[config.mk]
export PLATFORM = sky130hd
export DESIGN_NAME = pri_path_rdi_auto_insertion
export DESIGN_NICKNAME = d
export VERILOG_FILES = /design/src/verilog/pri_pkg.sv /design/src/verilog/pri_path_rdi_auto_insertion.sv
export SDC_FILE = /design/constraint.sdc
export NUM_CORES = 1
export LEC_CHECK = 0
export ABC_AREA = 1
export BUFFER_PORTS_ARGS = -buffer_cell sky130_fd_sc_hd__buf_2
export CAP_MARGIN = 15
export CORE_UTILIZATION = 50
export CTS_BUF_LIST = sky130_fd_sc_hd__clkbuf_4 sky130_fd_sc_hd__clkbuf_8 sky130_fd_sc_hd__clkbuf_16
export CTS_CLUSTER_DIAMETER = 200
export DETAILED_ROUTE_END_ITERATION = 8
export PLACE_DENSITY = 0.81
export SETUP_SLACK_MARGIN = 0.2
export SLEW_MARGIN = 20
export SYNTH_ARGS = -nofsm -noshare
export SYNTH_HDL_FRONTEND = slang
export SYNTH_SLANG_ARGS = --single-unit
[constraint.sdc]
create_clock -name clk_sys -period 1.6 [get_ports clk_sys]
set_input_delay 0.08 -clock clk_sys [delete_from_list [all_inputs] [get_ports clk_sys]]
set_output_delay 0.08 -clock clk_sys [all_outputs]
set_load 0.01 [all_outputs]
[src/verilog/pri_pkg.sv]
package pri_pkg;

    // Bus geometry
    localparam int ADDR_W = 16;
    localparam int DATA_W = 32;
    localparam int IDX_W = 14;
    localparam int IDX_LSB = 2;

    // Register indices; byte address is four times the index
    localparam logic [IDX_W-1:0] IDX_PATH_CTRL = 14'h1983;
    localparam logic [IDX_W-1:0] IDX_CTRL_CELL_LABEL = 14'h19c9;
    localparam logic [IDX_W-1:0] IDX_CTRL_UNEQ_TRACE = 14'h19ca;
    localparam logic [IDX_W-1:0] IDX_CTRL_POINTER_AIS = 14'h19cb;
    localparam logic [IDX_W-1:0] IDX_STATUS = 14'h19cc;

    // Reset values
    localparam logic [7:0] RST_PATH_CTRL = 8'h01;
    localparam logic [7:0] RST_CTRL = 8'h00;

    // Common layout of the three control bytes
    localparam int HI_CODE_MSB = 7;
    localparam int HI_CODE_LSB = 5;
    localparam int HI_EN_BIT = 4;
    localparam int LO_CODE_MSB = 3;
    localparam int LO_CODE_LSB = 1;
    localparam int LO_EN_BIT = 0;

    // Source select field in the path control byte
    localparam int SRC_SEL_MSB = 4;
    localparam int SRC_SEL_LSB = 3;
    localparam logic [1:0] SRC_SEL_AUTO = 2'h0;

    // Remote defect bits inside G1 (line bits 5..7, MSB is bit 1)
    localparam int G1_RDI_MSB = 3;
    localparam int G1_RDI_LSB = 1;

    localparam logic [2:0] RDI_NONE = 3'h0;
    localparam int DEFECT_N = 6;

    localparam logic [1:0] RESP_OKAY = 2'h0;
    localparam logic [1:0] RESP_SLVERR = 2'h2;

endpackage

[src/verilog/pri_path_rdi_auto_insertion.sv]
`timescale 1ns/1ns

module pri_path_rdi_auto_insertion (
    input wire logic clk_sys, // 25 MHz system clock
    input wire logic rst_n, // Synchronous reset, active low
    // Defect flags from the receive path processor, same clock
    input wire logic def_unequipped, // Unequipped declared
    input wire logic def_pointer_loss, // Loss of pointer declared
    input wire logic def_path_alarm, // Path AIS declared
    input wire logic def_trace_mismatch, // Trace mismatch declared
    input wire logic def_cell_delineation, // Cell delineation lost
    input wire logic def_label_mismatch, // Payload label mismatch
    // Outbound byte stream
    input wire logic [7:0] tx_byte_in, // Outbound byte before insertion
    input wire logic tx_g1_slot, // Current byte is G1
    output logic [7:0] tx_byte_out_q, // Outbound byte after insertion
    output logic tx_g1_slot_out_q, // G1 marker aligned to output
    output logic [2:0] rdi_code_q, // Code currently selected
    // AXI4-Lite slave
    input wire logic [pri_pkg::ADDR_W-1:0] s_axi_awaddr, // Write address
    input wire logic s_axi_awvalid, // Write address valid
    output logic s_axi_awready, // Write address ready
    input wire logic [pri_pkg::DATA_W-1:0] s_axi_wdata, // Write data
    input wire logic [3:0] s_axi_wstrb, // Write strobes
    input wire logic s_axi_wvalid, // Write data valid
    output logic s_axi_wready, // Write data ready
    output logic [1:0] s_axi_bresp, // Write response
    output logic s_axi_bvalid, // Write response valid
    input wire logic s_axi_bready, // Write response ready
    input wire logic [pri_pkg::ADDR_W-1:0] s_axi_araddr, // Read address
    input wire logic s_axi_arvalid, // Read address valid
    output logic s_axi_arready, // Read address ready
    output logic [pri_pkg::DATA_W-1:0] s_axi_rdata, // Read data
    output logic [1:0] s_axi_rresp, // Read response
    output logic s_axi_rvalid, // Read data valid
    input wire logic s_axi_rready // Read data ready
);

    logic [7:0] path_ctrl_q;
    logic [7:0] ctrl_cell_label_q;
    logic [7:0] ctrl_uneq_trace_q;
    logic [7:0] ctrl_pointer_ais_q;

    logic aw_full_q;
    logic aw_full_d;
    logic [pri_pkg::IDX_W-1:0] aw_idx_q;
    logic w_full_q;
    logic w_full_d;
    logic [7:0] w_byte_q;
    logic w_lane0_q;
    logic awready_q;
    logic wready_q;
    logic bvalid_q;
    logic [1:0] bresp_q;
    logic arready_q;
    logic rvalid_q;
    logic [1:0] rresp_q;
    logic [pri_pkg::DATA_W-1:0] rdata_q;

    logic wr_fire;
    logic wr_hit;
    logic [pri_pkg::IDX_W-1:0] ar_idx;
    logic [pri_pkg::DATA_W-1:0] rd_value;
    logic rd_hit;
    logic [2:0] rdi_code_d;
    logic [pri_pkg::DEFECT_N-1:0] defects;
    logic auto_mode;

    assign s_axi_awready = awready_q;
    assign s_axi_wready = wready_q;
    assign s_axi_bvalid = bvalid_q;
    assign s_axi_bresp = bresp_q;
    assign s_axi_arready = arready_q;
    assign s_axi_rvalid = rvalid_q;
    assign s_axi_rresp = rresp_q;
    assign s_axi_rdata = rdata_q;

    // Write path: address and data latched independently, either order
    // Ready stays low while a word waits, so nothing overwrites it
    assign wr_fire = aw_full_q && w_full_q && !bvalid_q;

    always_comb
    begin
        aw_full_d = aw_full_q;
        if (s_axi_awvalid && awready_q)
            aw_full_d = 1'b1;
        else if (wr_fire)
            aw_full_d = 1'b0;
        w_full_d = w_full_q;
        if (s_axi_wvalid && wready_q)
            w_full_d = 1'b1;
        else if (wr_fire)
            w_full_d = 1'b0;
    end

    always_ff @(posedge clk_sys)
    begin
        if (!rst_n)
        begin
            aw_full_q <= 1'b0;
            w_full_q <= 1'b0;
            awready_q <= 1'b0;
            wready_q <= 1'b0;
            aw_idx_q <= '0;
            w_byte_q <= 8'h00;
            w_lane0_q <= 1'b0;
        end
        else
        begin
            aw_full_q <= aw_full_d;
            w_full_q <= w_full_d;
            awready_q <= !aw_full_d;
            wready_q <= !w_full_d;
            if (s_axi_awvalid && awready_q)
                aw_idx_q <= s_axi_awaddr[pri_pkg::ADDR_W-1:pri_pkg::IDX_LSB];
            if (s_axi_wvalid && wready_q)
            begin
                w_byte_q <= s_axi_wdata[7:0];
                w_lane0_q <= s_axi_wstrb[0];
            end
        end
    end

    always_comb
    begin
        wr_hit = 1'b1;
        unique case (aw_idx_q)
            pri_pkg::IDX_PATH_CTRL,
            pri_pkg::IDX_CTRL_CELL_LABEL,
            pri_pkg::IDX_CTRL_UNEQ_TRACE,
            pri_pkg::IDX_CTRL_POINTER_AIS,
            pri_pkg::IDX_STATUS: wr_hit = 1'b1;
            default: wr_hit = 1'b0;
        endcase
    end

    always_ff @(posedge clk_sys)
    begin
        if (!rst_n)
        begin
            bvalid_q <= 1'b0;
            bresp_q <= pri_pkg::RESP_OKAY;
        end
        else if (wr_fire)
        begin
            bvalid_q <= 1'b1;
            bresp_q <= wr_hit ? pri_pkg::RESP_OKAY : pri_pkg::RESP_SLVERR;
        end
        else if (s_axi_bready)
            bvalid_q <= 1'b0;
    end

    // Control bytes; only byte lane 0 carries data
    // Upper lanes are dropped since every writable register is one byte wide
    always_ff @(posedge clk_sys)
    begin
        if (!rst_n)
        begin
            path_ctrl_q <= pri_pkg::RST_PATH_CTRL;
            ctrl_cell_label_q <= pri_pkg::RST_CTRL;
            ctrl_uneq_trace_q <= pri_pkg::RST_CTRL;
            ctrl_pointer_ais_q <= pri_pkg::RST_CTRL;
        end
        else if (wr_fire && w_lane0_q)
        begin
            if (aw_idx_q == pri_pkg::IDX_PATH_CTRL)
                path_ctrl_q <= w_byte_q;
            if (aw_idx_q == pri_pkg::IDX_CTRL_CELL_LABEL)
                ctrl_cell_label_q <= w_byte_q;
            if (aw_idx_q == pri_pkg::IDX_CTRL_UNEQ_TRACE)
                ctrl_uneq_trace_q <= w_byte_q;
            if (aw_idx_q == pri_pkg::IDX_CTRL_POINTER_AIS)
                ctrl_pointer_ais_q <= w_byte_q;
        end
    end

    // Read path
    // Status is read only; writes to it answer OKAY and change nothing
    assign ar_idx = s_axi_araddr[pri_pkg::ADDR_W-1:pri_pkg::IDX_LSB];
    assign defects = {def_label_mismatch, def_cell_delineation,
        def_trace_mismatch, def_unequipped, def_pointer_loss,
        def_path_alarm};

    always_comb
    begin
        rd_value = '0;
        rd_hit = 1'b1;
        unique case (ar_idx)
            pri_pkg::IDX_PATH_CTRL:
                rd_value[7:0] = path_ctrl_q;
            pri_pkg::IDX_CTRL_CELL_LABEL:
                rd_value[7:0] = ctrl_cell_label_q;
            pri_pkg::IDX_CTRL_UNEQ_TRACE:
                rd_value[7:0] = ctrl_uneq_trace_q;
            pri_pkg::IDX_CTRL_POINTER_AIS:
                rd_value[7:0] = ctrl_pointer_ais_q;
            pri_pkg::IDX_STATUS:
                rd_value[8:0] = {rdi_code_q, defects};
            default:
                rd_hit = 1'b0;
        endcase
    end

    always_ff @(posedge clk_sys)
    begin
        if (!rst_n)
        begin
            arready_q <= 1'b0;
            rvalid_q <= 1'b0;
            rresp_q <= pri_pkg::RESP_OKAY;
            rdata_q <= '0;
        end
        else if (s_axi_arvalid && arready_q)
        begin
            arready_q <= 1'b0;
            rvalid_q <= 1'b1;
            rdata_q <= rd_value;
            rresp_q <= rd_hit ? pri_pkg::RESP_OKAY : pri_pkg::RESP_SLVERR;
        end
        else if (rvalid_q && s_axi_rready)
        begin
            rvalid_q <= 1'b0;
            arready_q <= 1'b1;
        end
        else if (!rvalid_q)
            arready_q <= 1'b1;
    end

    // Priority: alarm, pointer, unequipped, trace, label, cell delineation
    // Fixed order so several defects at once never flip the code
    always_comb
    begin
        rdi_code_d = pri_pkg::RDI_NONE;
        if (def_path_alarm && ctrl_pointer_ais_q[pri_pkg::LO_EN_BIT])
            rdi_code_d = ctrl_pointer_ais_q[pri_pkg::LO_CODE_MSB:
                pri_pkg::LO_CODE_LSB];
        else if (def_pointer_loss
            && ctrl_pointer_ais_q[pri_pkg::HI_EN_BIT])
            rdi_code_d = ctrl_pointer_ais_q[pri_pkg::HI_CODE_MSB:
                pri_pkg::HI_CODE_LSB];
        else if (def_unequipped && ctrl_uneq_trace_q[pri_pkg::LO_EN_BIT])
            rdi_code_d = ctrl_uneq_trace_q[pri_pkg::LO_CODE_MSB:
                pri_pkg::LO_CODE_LSB];
        else if (def_trace_mismatch
            && ctrl_uneq_trace_q[pri_pkg::HI_EN_BIT])
            rdi_code_d = ctrl_uneq_trace_q[pri_pkg::HI_CODE_MSB:
                pri_pkg::HI_CODE_LSB];
        else if (def_label_mismatch
            && ctrl_cell_label_q[pri_pkg::LO_EN_BIT])
            rdi_code_d = ctrl_cell_label_q[pri_pkg::LO_CODE_MSB:
                pri_pkg::LO_CODE_LSB];
        else if (def_cell_delineation
            && ctrl_cell_label_q[pri_pkg::HI_EN_BIT])
            rdi_code_d = ctrl_cell_label_q[pri_pkg::HI_CODE_MSB:
                pri_pkg::HI_CODE_LSB];
    end

    always_ff @(posedge clk_sys)
    begin
        if (!rst_n)
            rdi_code_q <= pri_pkg::RDI_NONE;
        else
            rdi_code_q <= rdi_code_d;
    end

    // Other source modes are handled elsewhere; G1 then passes untouched
    // Code is one cycle old at insertion; defects last far longer
    assign auto_mode = path_ctrl_q[pri_pkg::SRC_SEL_MSB:pri_pkg::SRC_SEL_LSB]
        == pri_pkg::SRC_SEL_AUTO;

    always_ff @(posedge clk_sys)
    begin
        if (!rst_n)
        begin
            tx_byte_out_q <= 8'h00;
            tx_g1_slot_out_q <= 1'b0;
        end
        else
        begin
            tx_byte_out_q <= tx_byte_in;
            tx_g1_slot_out_q <= tx_g1_slot;
            if (tx_g1_slot && auto_mode)
                tx_byte_out_q[pri_pkg::G1_RDI_MSB:pri_pkg::G1_RDI_LSB]
                    <= rdi_code_q;
        end
    end

endmodule

Word level (Yosys, flattened, before mapping). Cells that the tools add are included. W data, S select, Z words.

Word-level logic and storage cells: 82. Flip-flop bits (word level): 87. Input port bits: 90. Output and inout port bits: 53.

Multiplexer cells: 23. Reduce and logical (&&, ||, !) cells: 27. Equality and inequality tests: 11. Bitwise operators: 1.

Operator list (number): $eq A14 B13 Y1 const B (10); $pmux W8 S5 (1); $mux W3 (7); $logic_and A1 B1 Y1 (14); $mux W1 (13); $reduce_or A5 Y1 (2); $reduce_and A2 Y1 (4); $mux W2 (2); $reduce_bool A2 Y1 (2); $logic_not A1 Y1 (3); $logic_not A2 Y1 (1); $ne A2 B1 Y1 const B (1); $reduce_or A2 Y1 (1); $not A1 Y1 (1).

Longest topological paths before layout.
Depth after elaboration: 7. Depth in mapped cells: 8. Depth with buffers taken out: 8.

Least setup slack after synthesis. OpenSTA, ideal clock, no wires.

Path kind: register to register. Start point: register bvalid_q, in the netlist s_axi_bvalid. End point: register ctrl_cell_label_q[6]. Clock period less this slack: 1.300 ns. Library setup time: 0.119 ns. Slack: 0.300 ns. Cell stages (with the launch flop): 7. Buffers on the path: 1. Required time: 1.481 ns. Data arrival time: 1.181 ns. Cell sequence: dfxtp_1 -> nand3b_4 -> nor2_2 -> nand4_2 -> buf_2 -> o21ai_1 -> a21oi_1.

Cells in the longest elaborated chain, start to end: 4.

RTL lines: from (decl) (RTL line pri_path_rdi_auto_insertion.sv:53) `logic bvalid_q;`; from (signal assigned) (RTL line pri_path_rdi_auto_insertion.sv:141) `bvalid_q <= 1'b0;`; from (signal assigned) (RTL line pri_path_rdi_auto_insertion.sv:146) `bvalid_q <= 1'b1;`; from (signal assigned) (RTL line pri_path_rdi_auto_insertion.sv:150) `bvalid_q <= 1'b0;`; $logic_not A1 Y1 (RTL line pri_path_rdi_auto_insertion.sv:80) `assign wr_fire = aw_full_q && w_full_q && !bvalid_q;`; $logic_and A1 B1 Y1 (RTL line pri_path_rdi_auto_insertion.sv:80); $logic_and A1 B1 Y1 (RTL line pri_path_rdi_auto_insertion.sv:164) `else if (wr_fire && w_lane0_q)`; $reduce_and A2 Y1 (no source line); to (signal assigned) (RTL line pri_path_rdi_auto_insertion.sv:160) `ctrl_cell_label_q <= pri_pkg::RST_CTRL;`; to (signal assigned) (RTL line pri_path_rdi_auto_insertion.sv:169) `ctrl_cell_label_q <= w_byte_q;`; to (decl) (RTL line pri_path_rdi_auto_insertion.sv:40) `logic [7:0] ctrl_cell_label_q;`.

No other way between the ends. A chain may end at the register's enable or synchronous reset.

Final worst setup path.
Start point: register aw_idx_q[9] in the netlist's numbering. End point: register ctrl_cell_label_q[0].

Cells in the longest elaborated chain, start to end: 2.

RTL lines: from (decl) (RTL line pri_path_rdi_auto_insertion.sv:46) `logic [pri_pkg::IDX_W-1:0] aw_idx_q;`; from (signal assigned) (RTL line pri_path_rdi_auto_insertion.sv:115) `aw_idx_q <= s_axi_awaddr[pri_pkg::ADDR_W-1:pri_pkg::IDX_LSB];`; $eq A14 B13 Y1 (RTL line pri_path_rdi_auto_insertion.sv:168) `if (aw_idx_q == pri_pkg::IDX_CTRL_CELL_LABEL)`; $reduce_and A2 Y1 (no source line).

No other way between the ends.

==> run summary <==
Status -> finished clean
Vias per cell -> 5.013
Register area share after synthesis -> 0.4178
Die X -> 92.25 um
Core area -> 7807 um2
Prevailing post-synth register cell -> dfxtp_1
Mean Syn Cell Area -> 7.273 um2
Crit-path slowest cell -> dfxtp_1
Crit path from -> aw_idx_q[9]
Clk pin slew, worst setup/hold paths -> 0.08 ns
Vias -> 3980
Post-synth EDFFs -> 0
Crit path largest cell delay -> 0.32 ns
First-pass GRT wire length -> 16030 um
Number of cell rows -> 32
Share of layout cells above drive strength 1 -> 0.2457
RSZ-0062 raised after global routing -> yes
Yosys synthesis warning count -> 0
Worst path required time -> 1.87 ns
R2r startpoint -> aw_idx_q[9]
Area fraction of the dominant cell type after synthesis -> 0.4178
Hold path start -> s_axi_awaddr[3]
Final-stage net count -> 779
TritonCTS clock tree -> yes
Min Tclk post-route -> 1.449 ns
Most frequent cells after synthesis -> 85 x dfxtp_1, 82 x nand2_1, 69 x nor2_1
Power Density -> 821.2 nW/um2
Top-Level Pins -> 143
CTS max path bufs -> 2
Area of the multi-input gates -> 2017 um2
Peak supply drop -> 0.6400 mV
Skew-Pair Late Insertion Delay -> 0.35 ns
CTS sink count -> 85
Root buf cell -> clkbuf_8
Worst path cell trace -> nor2_2 -> nand3_1 -> nor2_4 -> nand4_4 -> buf_4 -> a21oi_1
Critical Path Source Type -> register
Drt wl/cell -> 12.88 um
Worst EP arrival -> 1.72 ns
Flops & latches, synth -> 85
Endpoints failing setup -> 0
Drt pass-1 iters -> 7
IO buf count -> 86
Unique masters post-synth -> 32
Die H -> 92.25 um
Initial Util -> 0.5216
Fin Setup TNS -> 0 ns
DRC -> 0
LEAKAGE -> 2.480 nW
Vias in the first global route -> 3538
P&R area growth vs syn -> 26.67%
Routability Congestion -> 0.9428
Capturing element type of the critical path -> register
DRT iter0 DRCs -> 248
Worst min path class -> primary input to register
Cell area after placement -> 4508 um2
Synthesized cell area -> 4073 um2
N_diodes -> 0
Area leader, netlist -> dfxtp_1
Peak Freq -> 690.3 MHz
Post-synth ARST share -> 0
Most common cell in the synthesized netlist -> dfxtp_1
Max-Cap Viols -> 0
TritonCTS Buffers -> 9
Largest net degree at the start of global routing -> 24
GRT Util Overall -> 0.2410
Core Util, Final -> 0.6607
Routed Antenna Nets -> 0
Period utilization -> 0.9054
Fillers -> 687
Drt total wl -> 10230 um
Number of antenna violations at the first check in global routing -> 0
Die area -> 8510 um2
Final Slew Violations -> 0
CP max FO -> 10
Largest cells by area after synthesis -> dfxtp_1 42%, nand2_1 7.6%, nand3_1 7.3%, a21oi_1 6.9%, o21ai_0 6.5%
Hold slack -> 0.01588 ns
Synth Instances -> 560
Final Cell Area -> 5159 um2
Endpoints failing hold -> 0
Setup Skew -> 0.01049 ns
H-tree Lvls -> 3
Total area of sequential cells -> 1704 um2
Power Total -> 0.004237 W
CP Class -> register to register
Hpwl dp -> 7117 um
Overflow after GRT -> 0
-- logic make-up (layout without fill, tap and decap cells) --
logic type / count (synthesis) / count (layout) / share of synthesized area
simple gates: 247 / 248 / 0.2968
compound gates: 121 / 121 / 0.1601
buf+inv: 106 / 213 / 0.1244
flops: 85 / 85 / 0.4178
other cells: 1 / 25 / 0.0009208
-- final cells by class --
class,instances,share of cell area
clock buffers,10,0.02668
clock inverters,4,0.009702
inverters,64,0.04730
multi-input cells,394,0.3910
flip-flops and latches,85,0.3303
well taps,102,0.02474
repair buffers,135,0.1703
-- cells in the final DEF (no fill, tap or decap), types with 4 or more instances in the layout --
| cell type | synthesis | final |
|---|---|---|
| buf_2 | 2 | 86 |
| dfxtp_1 | 85 | 83 |
| nand2_1 | 82 | 81 |
| nor2_1 | 69 | 69 |
| nand3_1 | 59 | 59 |
| a21oi_1 | 56 | 56 |
| inv_1 | 54 | 52 |
| o21ai_0 | 53 | 45 |
| dlygate4sd3_1 | 0 | 29 |
| conb_1 | 1 | 25 |
| buf_4 | 26 | 18 |
| o21ai_1 | 4 | 12 |
| clkbuf_8 | 0 | 10 |
| nor2_2 | 11 | 8 |
| inv_2 | 7 | 8 |
| nor2_4 | 4 | 7 |
| o21bai_2 | 7 | 7 |
| nand4_1 | 4 | 4 |
-- metrics by stage --
stage / cells / setup WS (ns)
2_1_floorplan: 584 / 0.2997
3_3_place_gp: 737 / 0.1349
3_5_place_dp: 737 / 0.08566
4_1_cts: 786 / 0.1473
5_1_grt: 794 / 0.08479
6_report: 794 / 0.1513
-- state kept, by name, indices dropped and copies added, names as in the netlist, 3 cells and up --
name,flops
aw_idx_q,14
ctrl_cell_label_q,8
ctrl_pointer_ais_q,8
ctrl_uneq_trace_q,8
path_ctrl_q,8
rdi_code_q,3
s_axi_rdata,9
tx_byte_out_q,8
w_byte_q,8
-- critical path: cells and delay by family, from the launching register on --
kind                   cells  cell delay, ns
and+or+nand+nor            4            0.68
buffers and inverters      1            0.21
DFF                        1            0.32
AOI/OAI and AO/OA          1            0.15
-- path summary, 6_finish.rpt --
kind	end	slack, ns	cells past startpoint
max reg2reg	ctrl_cell_label_q[0]	0.15	6
min reg2reg	path_ctrl_q[5]	0.47	2
min	aw_idx_q[1]	0.02	3
max	ctrl_cell_label_q[0]	0.15	6
-- layer usage --
layer	GRT usage	share of wire	vias to the layer above
met5	0	0	-
met4	0.1354	0.031	0
met3	0.02902	0.065	24
met2	0.4123	0.48	179
met1	0.2920	0.42	1747
li1	-	-	2030
-- what timing repair did --
action | in CTS | in global routing
buffers inserted | 6 | 7
cloned | 0 | 1
pin swaps | 2 | 6
endpoints found under the setup margin | 29 | 32
hold buffers | 29 | 0
endpoints found under the hold margin | 29 | 0
gates resized for setup | 6 | 17
-- report_power, final --
part,switching (W),total [W],internal (W)
sequential,0.0000625,0.00226,0.00220
combinational,0.000280,0.000497,0.000216
clock,0.000736,0.00148,0.000744
total,0.00108,0.00424,0.00316
(Power assumes the default switching activity.)
